[config.mk]
export PLATFORM = sky130hd
export DESIGN_NAME = ufft_top
export DESIGN_NICKNAME = d
export VERILOG_FILES = /design/src/verilog/ufft_pkg.sv /design/src/verilog/ufft_top.sv
export SDC_FILE = /design/constraint.sdc
export NUM_CORES = 1
export LEC_CHECK = 0
export ABC_AREA = 1
export BUFFER_PORTS_ARGS = -buffer_cell sky130_fd_sc_hd__buf_2
export CAP_MARGIN = 20
export CORE_UTILIZATION = 50
export DETAILED_ROUTE_END_ITERATION = 10
export PLACE_DENSITY = 0.67
export RECOVER_POWER = 100
export SLEW_MARGIN = 40
export SYNTH_ARGS = -nofsm -noshare
export SYNTH_HDL_FRONTEND = slang
export SYNTH_SLANG_ARGS = --single-unit
[constraint.sdc]
create_clock -name i_core_clk -period 2.43 [get_ports i_core_clk]
set_input_delay 0 -clock i_core_clk [delete_from_list [all_inputs] [get_ports i_core_clk]]
set_output_delay 0 -clock i_core_clk [all_outputs]
set_load 0.01 [all_outputs]
[src/verilog/ufft_pkg.sv]
// Constants, field layouts and types shared by the serial frame transmitter.
//
// Overview of operation
// - One start, 5-9 data, parity option, 1-2 stops.
// - Start bit first, then data LSB first.
// - Parity bit follows last data bit.
// - Next frame back to back or idle high.
// - Start bit low, stop bits high.
// - Transmitter and receiver share one format setting.
// - Size, parity and stop fields pick format.
// - Only first stop bit checked for frame error.
// - Parity is data xor, inverted when odd.
// - Enable makes block drive serial output pin.
// - Synchronous mode shifts on transfer clock pin.
// - Data buffer write loads buffer, starts sending.
// - Buffer enters shifter when idle or after stop.
// - Frame sent at divisor, double-speed or external rate.
// - Unused upper data bits are ignored.
// - Empty flag shows buffer state, write clears.
// - Complete flag sets after frame, buffer empty.
// - Disable waits for all pending data first.
// - Upper parity-mode bit enables parity.
package ufft_pkg;
  localparam int          AW          = 3;
  localparam int          DW          = 8;
  localparam int          BAUD_W      = 12;
  // Register offsets.
  localparam logic [2:0]  OFF_DATA    = 3'h0;
  localparam logic [2:0]  OFF_CTRL_A  = 3'h1;
  localparam logic [2:0]  OFF_CTRL_B  = 3'h2;
  localparam logic [2:0]  OFF_CTRL_C  = 3'h3;
  localparam logic [2:0]  OFF_BAUD_LO = 3'h4;
  localparam logic [2:0]  OFF_BAUD_HI = 3'h5;
  // Field positions in ctrl_reg_a.
  localparam int          A_DBL       = 1;
  localparam int          A_FE        = 4;
  localparam int          A_EMPTY     = 5;
  localparam int          A_TXC       = 6;
  // Field positions in ctrl_reg_b.
  localparam int          B_NINTH     = 0;
  localparam int          B_TX_ENABLE_BIT      = 3;
  // Field positions in ctrl_reg_c.
  localparam int          C_CSZ       = 0;
  localparam int          C_STOP      = 3;
  localparam int          C_PAR       = 4;
  localparam int          C_SYNC      = 6;
  // Reset values and codes.
  localparam logic [6:0]  CFG_RST     = 7'h03;
  localparam logic [2:0]  CSZ_NINE    = 3'h7;
  localparam logic [3:0]  BITS_BASE   = 4'h5;
  localparam logic [3:0]  BITS_NINE   = 4'h9;
  localparam logic [3:0]  BITS_RSVD   = 4'h8;
  // Prescaler end values for normal and double speed, and mid-bit points.
  localparam logic [3:0]  PRE_NORM    = 4'hf;
  localparam logic [3:0]  PRE_DBL     = 4'h7;
  localparam logic [3:0]  MID_NORM    = 4'h7;
  localparam logic [3:0]  MID_DBL     = 4'h3;
  // Shared frame format, one copy for both directions.
  typedef struct packed {
    logic       sync;
    logic [1:0] par;
    logic       stop2;
    logic [2:0] csz;
  } ufft_cfg_t;
  // Transmit states, Gray coded along the frame.
  typedef enum logic [2:0] {
    TX_IDLE  = 3'b000,
    TX_START = 3'b001,
    TX_DATA  = 3'b011,
    TX_PAR   = 3'b010,
    TX_STOP1 = 3'b110,
    TX_STOP2 = 3'b111
  } ufft_tx_st_t;
endpackage

[src/verilog/ufft_top.sv]
// Serial frame transmitter with shared format registers and frame-error check.
//
// Our own choices: the strobed register port and the register offsets.
`timescale 1ns/10ps
module ufft_top
  import ufft_pkg::*;
#(
  parameter int BAUD_WIDTH = BAUD_W
)
(
  input  wire logic          i_core_clk,
  input  wire logic          i_rst,
  input  wire logic [AW-1:0] i_addr,
  input  wire logic [DW-1:0] i_wdata,
  input  wire logic          i_wr,
  input  wire logic          i_rd,
  output logic      [DW-1:0] o_rdata,
  input  wire logic          i_xck,
  input  wire logic          i_rxd,
  output logic               o_txd,
  output logic               o_txd_oe
);

  // Register state.
  ufft_cfg_t               cfg_q;
  logic                    dbl_q;
  logic                    tx_enable_bit_q;
  logic                    ninth_q;
  logic [BAUD_WIDTH-1:0]   div_q;
  logic [BAUD_WIDTH-1:0]   bcnt_q;
  logic [8:0]              buf_q;
  logic                    full_q;
  logic                    txc_q;
  logic                    fe_q;
  logic                    on_q;
  ufft_tx_st_t             st_q;
  logic [8:0]              sh_q;
  logic [3:0]              idx_q;
  logic                    par_q;
  logic [3:0]              pre_q;
  logic [2:0]              xs_q;
  logic [2:0]              rs_q;
  logic                    xf_q;
  logic                    rf_q;
  logic                    rrun_q;
  logic [3:0]              rpre_q;
  logic [3:0]              ridx_q;

  // Bus decode.
  wire wr_data = i_wr && (i_addr == OFF_DATA);
  wire wr_a    = i_wr && (i_addr == OFF_CTRL_A);
  wire wr_b    = i_wr && (i_addr == OFF_CTRL_B);
  wire wr_c    = i_wr && (i_addr == OFF_CTRL_C);
  wire wr_lo   = i_wr && (i_addr == OFF_BAUD_LO);
  wire wr_hi   = i_wr && (i_addr == OFF_BAUD_HI);

  // Data bit count from the size code; reserved codes fall back to eight.
  wire [3:0] nbits = (cfg_q.csz[2] == 1'b0) ? BITS_BASE + {2'b00, cfg_q.csz[1:0]}
                   : (cfg_q.csz == CSZ_NINE) ? BITS_NINE : BITS_RSVD;
  wire       par_en  = cfg_q.par[1];
  wire       par_odd = cfg_q.par[0];

  // Write data with the unused upper bits masked and the ninth bit from control.
  wire [8:0] mask   = 9'h1ff >> (4'h9 - nbits);
  wire [8:0] wr_chr = {ninth_q, i_wdata} & mask;

  // Baud tick and transmit bit enable; the prescaler restarts when a frame starts from idle.
  wire       tick     = (bcnt_q == '0);
  wire [3:0] pre_end  = dbl_q ? PRE_DBL : PRE_NORM;
  wire [3:0] mid      = dbl_q ? MID_DBL : MID_NORM;
  wire       xck_rise = xs_q[1] && xs_q[2] && !xf_q;
  wire       xck_fall = !xs_q[1] && !xs_q[2] && xf_q;
  wire       bit_en   = cfg_q.sync ? xck_rise : (tick && (pre_q == pre_end));

  // Frame sequencing terms.
  wire last_data = (idx_q == nbits - 4'h1);
  wire stop_end  = bit_en && (((st_q == TX_STOP1) && !cfg_q.stop2) || (st_q == TX_STOP2));
  wire load_idle = (st_q == TX_IDLE) && full_q && on_q;
  wire load_chain = stop_end && full_q && on_q;
  wire load      = load_idle || load_chain;
  wire chr_par   = ^buf_q ^ par_odd;

  // Next transmit state.
  ufft_tx_st_t st_d;
  always_comb
  begin
    st_d = st_q;
    case (st_q)
      TX_IDLE:  if (load_idle) st_d = TX_START;
      TX_START: if (bit_en) st_d = TX_DATA;
      TX_DATA:  if (bit_en && last_data) st_d = par_en ? TX_PAR : TX_STOP1;
      TX_PAR:   if (bit_en) st_d = TX_STOP1;
      TX_STOP1: if (bit_en) st_d = cfg_q.stop2 ? TX_STOP2 : (load_chain ? TX_START : TX_IDLE);
      TX_STOP2: if (bit_en) st_d = load_chain ? TX_START : TX_IDLE;
      default:  st_d = TX_IDLE;
    endcase
  end

  // Line level for each state.
  logic txd_d;
  always_comb
  begin
    case (st_q)
      TX_START: txd_d = 1'b0;
      TX_DATA:  txd_d = sh_q[0];
      TX_PAR:   txd_d = par_q;
      default:  txd_d = 1'b1;
    endcase
  end

  // Register writes shared by both directions.
  always_ff @(posedge i_core_clk)
  begin
    if (i_rst)
    begin
      cfg_q   <= CFG_RST;
      dbl_q   <= 1'b0;
      tx_enable_bit_q  <= 1'b0;
      ninth_q <= 1'b0;
      div_q   <= '0;
    end
    else
    begin
      if (wr_a) dbl_q <= i_wdata[A_DBL];
      if (wr_b) tx_enable_bit_q <= i_wdata[B_TX_ENABLE_BIT];
      if (wr_b) ninth_q <= i_wdata[B_NINTH];
      if (wr_c) cfg_q <= ufft_cfg_t'(i_wdata[6:0]);
      if (wr_lo) div_q[7:0] <= i_wdata;
      if (wr_hi) div_q[BAUD_WIDTH-1:8] <= i_wdata[BAUD_WIDTH-9:0];
    end
  end

  // Baud down-counter, reloaded at zero or on a low divisor write.
  always_ff @(posedge i_core_clk)
  begin
    if (i_rst) bcnt_q <= '0;
    else if (wr_lo) bcnt_q <= {div_q[BAUD_WIDTH-1:8], i_wdata};
    else if (tick) bcnt_q <= div_q;
    else bcnt_q <= bcnt_q - 1'b1;
  end

  // Transmit buffer and its flags; a new frame end wins over a clear.
  always_ff @(posedge i_core_clk)
  begin
    if (i_rst)
    begin
      buf_q  <= '0;
      full_q <= 1'b0;
      txc_q  <= 1'b0;
    end
    else
    begin
      if (wr_data)
        buf_q <= wr_chr;
      if (wr_data)
        full_q <= 1'b1;
      else if (load)
        full_q <= 1'b0;
      if (stop_end && !full_q)
        txc_q <= 1'b1;
      else if (wr_a && i_wdata[A_TXC])
        txc_q <= 1'b0;
    end
  end

  // Transmit enable holds until shifter and buffer are both drained.
  always_ff @(posedge i_core_clk)
  begin
    if (i_rst) on_q <= 1'b0;
    else if (tx_enable_bit_q) on_q <= 1'b1;
    else if ((st_q == TX_IDLE) && !full_q) on_q <= 1'b0;
  end

  // Shifter, data index and prescaler.
  always_ff @(posedge i_core_clk)
  begin
    if (i_rst)
    begin
      st_q  <= TX_IDLE;
      sh_q  <= '0;
      idx_q <= '0;
      par_q <= 1'b0;
      pre_q <= '0;
    end
    else
    begin
      st_q <= st_d;
      if (load_idle) pre_q <= '0;
      else if (tick) pre_q <= (pre_q == pre_end) ? 4'h0 : pre_q + 4'h1;
      if (load)
      begin
        sh_q  <= buf_q;
        par_q <= chr_par;
        idx_q <= '0;
      end
      else if (bit_en && (st_q == TX_DATA))
      begin
        sh_q  <= sh_q >> 1;
        idx_q <= idx_q + 4'h1;
      end
    end
  end

  // Pin outputs straight from flops.
  always_ff @(posedge i_core_clk)
  begin
    if (i_rst)
    begin
      o_txd    <= 1'b1;
      o_txd_oe <= 1'b0;
    end
    else
    begin
      o_txd    <= txd_d;
      o_txd_oe <= on_q;
    end
  end

  // Three-flop synchronisers; a level counts once the last two agree.
  always_ff @(posedge i_core_clk)
  begin
    if (i_rst)
    begin
      xs_q <= 3'h0;
      rs_q <= 3'h7;
      xf_q <= 1'b0;
      rf_q <= 1'b1;
    end
    else
    begin
      xs_q <= {xs_q[1:0], i_xck};
      rs_q <= {rs_q[1:0], i_rxd};
      if (xs_q[1] == xs_q[2]) xf_q <= xs_q[2];
      if (rs_q[1] == rs_q[2]) rf_q <= rs_q[2];
    end
  end

  // Receive framing check: sample mid-bit, judge only the first stop bit.
  wire [3:0] rlast   = nbits + {3'b000, par_en} + 4'h1;
  wire       rsample = cfg_q.sync ? xck_fall : (tick && (rpre_q == mid));
  wire       rstart  = !rrun_q && !rf_q;
  always_ff @(posedge i_core_clk)
  begin
    if (i_rst)
    begin
      rrun_q <= 1'b0;
      rpre_q <= '0;
      ridx_q <= '0;
      fe_q   <= 1'b0;
    end
    else
    begin
      if (rstart)
      begin
        rrun_q <= 1'b1;
        rpre_q <= '0;
        ridx_q <= '0;
      end
      else if (rrun_q)
      begin
        if (tick) rpre_q <= (rpre_q == pre_end) ? 4'h0 : rpre_q + 4'h1;
        if (rsample)
        begin
          ridx_q <= ridx_q + 4'h1;
          if ((ridx_q == 4'h0) && rf_q) rrun_q <= 1'b0;
          if (ridx_q == rlast)
          begin
            fe_q   <= !rf_q;
            rrun_q <= 1'b0;
          end
        end
      end
    end
  end

  // Read mux; read data stand in the cycle after the strobe.
  logic [DW-1:0] rd_mux;
  always_comb
  begin
    case (i_addr)
      OFF_DATA:    rd_mux = buf_q[7:0];
      OFF_CTRL_A:  rd_mux = {1'b0, txc_q, !full_q, fe_q, 2'b00, dbl_q, 1'b0};
      OFF_CTRL_B:  rd_mux = {4'h0, tx_enable_bit_q, 2'b00, ninth_q};
      OFF_CTRL_C:  rd_mux = {1'b0, cfg_q};
      OFF_BAUD_LO: rd_mux = div_q[7:0];
      OFF_BAUD_HI: rd_mux = {{(16-BAUD_WIDTH){1'b0}}, div_q[BAUD_WIDTH-1:8]};
      default:     rd_mux = 8'h00;
    endcase
  end

  always_ff @(posedge i_core_clk)
  begin
    if (i_rst) o_rdata <= 8'h00;
    else if (i_rd) o_rdata <= rd_mux;
    else o_rdata <= 8'h00;
  end
endmodule
==> run_results.csv <==
group,metric,value,unit
hold_path,worst_hold_path.num_cells,2,
cells_and_area,stdcell_area,5350,sq um
flow_run,drv.max_cap_violation_count,0,
pwr,vdd_drop_max,0.000443,V
logic_synthesis,synth-compound-area-share,16.7,%
global_routing,wire_length_of_the_first_global_routing_pass,20.2,mm
clock_tree,cts_num_sinks,95,
drt,finalWirelength,12.2,mm
clock_tree,clk_pin_slew_worst_paths,0.09,ns
logic_synthesis,yosys.area_share.simple,25.8,%
cells_and_area,antenna_cells_inserted,0,
logic_synthesis,syn_inst,668,
worst_setup_path,reg2reg_setup_slack,0.23,ns
sta,finClkSkew,0.0134,ns
worst_setup_path,critPathMaxStageDelay,0.42,ns
worst_setup_path,critPathArrivalTime,2.43,ns
logic_synthesis,yosys_warnings,0,
worst_setup_path,cp.required,2.66,ns
sta,timing.final.crit_share,90.5,%
floorplan,core,9330,sq um
drt,vias,4440,
logic_synthesis,synthDistinctLibCells,42,
sta,final.min_clock_period,2.20,ns
drt,drt_pre_antenna_iters,5,
logic_synthesis,main_combinational_cell_family_by_area_after_synthesis,"simple AND/OR/NAND/NOR gates",
logic_synthesis,synth-seq-area-share,39.3,%
sta,finalHoldViolCount,0,
clock_tree,clock_tree_from_tritoncts,"done",
pwr,static-leakage-power,2.25,nW
sta,max-slew-margin-rel,30.5,%
global_routing,grt-ovfl-total,0,
floorplan,ioPinCount,27,
placed_design,dpl_cell_area,5080,sq um
sta,fin_setup_tns,0,ns
worst_setup_path,path_class,"flop to flop",
drt,via_per_inst,5.30,
clock_tree,post_cts_hold_buffer_count,10,
worst_setup_path,regToRegStartpoint,"cfg_q[0]$_SDFFE_PP1P_",
worst_setup_path,critical_path.most_common_cell,"nand2_1",
sta,maxClockFrequency,455,MHz
worst_setup_path,critical_path_startpoint_category,"flop",
logic_synthesis,ys_ff_latch,95,
clock_tree,ctsRootBufferMaster,"clkbuf_8",
worst_setup_path,cp.buffers_inverters,1,
worst_setup_path,crit_path_slowest_cell,"dfxtp_1",
sta,tightest_slew,1.04,ns
placed_design,place.detailed.hpwl,9.05,mm
worst_setup_path,crit_path_end,"st_q[0]$_SDFFE_PP0P_",
logic_synthesis,synth_top_flop_cell,"dfxtp_1",
sta,final-setup-viol-count,0,
global_routing,grt.total_usage,25.9,%
logic_synthesis,synth_area,4840,sq um
worst_setup_path,critical_path.cell_chain,"ha_1 -> nand2_1 -> inv_1 -> ha_1 -> xnor2_1 -> nand3_1 -> nor2_1 -> nand2_1 -> nand2_1 -> nand2_1 -> nand2_1 -> a21oi_1",
worst_setup_path,critical_path_cell_count,12,
clock_tree,cts_resized,0,
floorplan,rows,35,
logic_synthesis,post_synth_xor_area_fraction,3.98,%
placed_design,port_buffers,26,
logic_synthesis,syn-mean-instance-area,7.25,sq um
drt,antenna_violating_nets_remaining,0,
outcome,status,"finished clean",
global_routing,antenna_found_initial,0,
pwr,p_per_area,756,nW/um^2
placed_design,place.gp.congestion,0.900,
drt,drt_drc_violations_left,0,
global_routing,grt_pass1_vias,4045,
clock_tree,post-cts-setup-buffers,0,
cells_and_area,filler_cell_count,939,
logic_synthesis,number_of_enable_type_register_cells_in_the_synthesized_netlist,0,
floorplan,die_width,100,um
global_routing,maximum_number_of_pins_on_one_net_before_global_route_repair,33,
worst_setup_path,r2r.worst_path.cells,12,
logic_synthesis,post_synth_mux_area_share,0,%
floorplan,initial_utilization,51.9,%
worst_setup_path,regToRegEndpoint,"st_q[0]$_SDFFE_PP0P_",
worst_setup_path,crit_fanout,5,
logic_synthesis,adder_cell_area_share_of_the_yosys_netlist,5.17,%
drt,avgRoutedWirePerCell,14.5,um
worst_setup_path,startpoint,"cfg_q[0]$_SDFFE_PP1P_",
worst_setup_path,endpoint_type_of_the_worst_setup_path,"flop",
sta,slew_violations,0,
hold_path,worst_min_delay_path_class,"primary input to flop",
cells_and_area,layout.nets,741,
clock_tree,worstSkewPairLatency,0.36,ns
worst_setup_path,cpLargestDelayFamily,"simple AND/OR/NAND/NOR gates",
sta,rsz0062_at_grt,"no",
clock_tree,cts_inserted_buffers,9,
clock_tree,htree_levels,3,
logic_synthesis,syn-num-nets,705,
floorplan,floorplan.die.height,100,um
floorplan,dieArea,10100,sq um
cells_and_area,fin_util,57.3,%
cells_and_area,drive_gt1_share,6.78,%
clock_tree,cts_max_path_buffers,2,
drt,dr.first_iter.drc_count,270,
cells_and_area,areaGrowthSynthToFinish,10.4,%
logic_synthesis,asyncSetResetFlopFracSynth,0,%
==> registers in the layout (all words and copies together), names as in the netlist, 3 cells and up <==
| name | flops |
|---|---|
| bcnt_q | 12 |
| buf_q | 9 |
| cfg_q | 7 |
| div_q | 12 |
| idx_q | 4 |
| o_rdata | 8 |
| pre_q | 4 |
| ridx_q | 4 |
| rpre_q | 4 |
| rs_q | 3 |
| sh_q | 9 |
| st_q | 3 |
| xs_q | 3 |
==> synthesized netlist by cell type, drive strengths merged (3+ instances only) <==
master | count | area [sq um]
a211oi | 8 | 60.1
a21oi | 75 | 379
a221oi | 7 | 67.6
a31oi | 3 | 18.8
buf | 9 | 71.3
clkbuf | 8 | 30.0
dfxtp | 95 | 1900
ha | 20 | 250
inv | 90 | 338
nand2 | 145 | 559
nand3 | 43 | 230
nand4 | 15 | 100
nor2 | 62 | 270
nor3 | 4 | 20.0
o21ai | 43 | 215
or2 | 5 | 31.3
xnor2 | 10 | 87.6
xor2 | 12 | 105
==> power breakdown <==
| group | switching (mW) | internal [mW] | total [mW] |
|---|---|---|---|
| logic | 0.688 | 0.393 | 1.08 |
| registers | 0.0877 | 1.68 | 1.77 |
| clock network | 0.533 | 0.657 | 1.19 |
==> stage by stage <==
step	cells	power, mW	setup slack (ns)	hold WS (ns)
global route	837	4.31	0.0180	0.0610
CTS	837	4.11	0.244	0.0449
floorplan	668	2.66	0.509	0.104
global placement	812	2.88	0.347	0.189
finish	837	4.04	0.231	0.0578
detailed placement	812	2.90	0.264	0.192
==> worst min-delay path by stage <==
stage / startpoint / to / slack [ns]
5_1_grt: i_rst / o_txd_oe$_SDFF_PP0_ / 0.06
3_3_place_gp: i_rxd / rs_q[0]$_SDFF_PP1_ / 0.19
3_5_place_dp: i_rxd / rs_q[0]$_SDFF_PP1_ / 0.19
2_1_floorplan: i_rxd / rs_q[0]$_SDFF_PP1_ / 0.10
6_report: i_rst / xs_q[0]$_SDFF_PP0_ / 0.06
4_1_cts: i_rst / o_txd_oe$_SDFF_PP0_ / 0.04
==> worst register-to-register path, stage by stage (launching register included) <==
cell and delay [ns]:
dfxtp_1 0.42, ha_1 0.26, nand2_1 0.16, inv_1 0.13, ha_1 0.32, xnor2_1 0.13, nand3_1 0.11, nor2_1 0.11
nand2_1 0.05, nand2_1 0.15, nand2_1 0.09, nand2_1 0.06, a21oi_1 0.07
==> logic make-up after synthesis <==
family | Yosys count
AOI/OAI and AO/OA | 145
xor gates and xnor gates | 22
adders and majority gates | 20
buffers and inverters | 107
DFF | 95
and+or+nand+nor | 279
==> cell usage in the layout (no fill, tap or decap), types with 13 or more instances in the layout <==
cell type    n
nand2_1    142
dfxtp_1     95
inv_1       90
a21oi_1     75
nor2_1      58
o21ai_0     43
nand3_1     42
ha_1        20
clkbuf_1    15
nand4_1     14
buf_2       13
==> per-layer routing <==
metal / global-route usage [%] / share of wire, % / up-vias
li1: - / - / 2269
met1: 36.2 / 48 / 2040
met2: 41.2 / 45 / 118
met3: 5.01 / 5.5 / 13
met4: 6.24 / 1.4 / 0
met5: 0 / 0 / -
==> final cells by class <==
| type | count | area (sq um) | area share, % |
|---|---|---|---|
| inverters | 90 | 338 | 6.32 |
| clock inverters | 3 | 65.1 | 1.22 |
| flip-flops and latches | 95 | 1900 | 35.6 |
| well taps | 129 | 161 | 3.02 |
| clock buffers | 12 | 165 | 3.09 |
| repair buffers | 42 | 249 | 4.66 |
| multi-input cells | 466 | 2470 | 46.1 |
(Power assumes the default switching activity.)
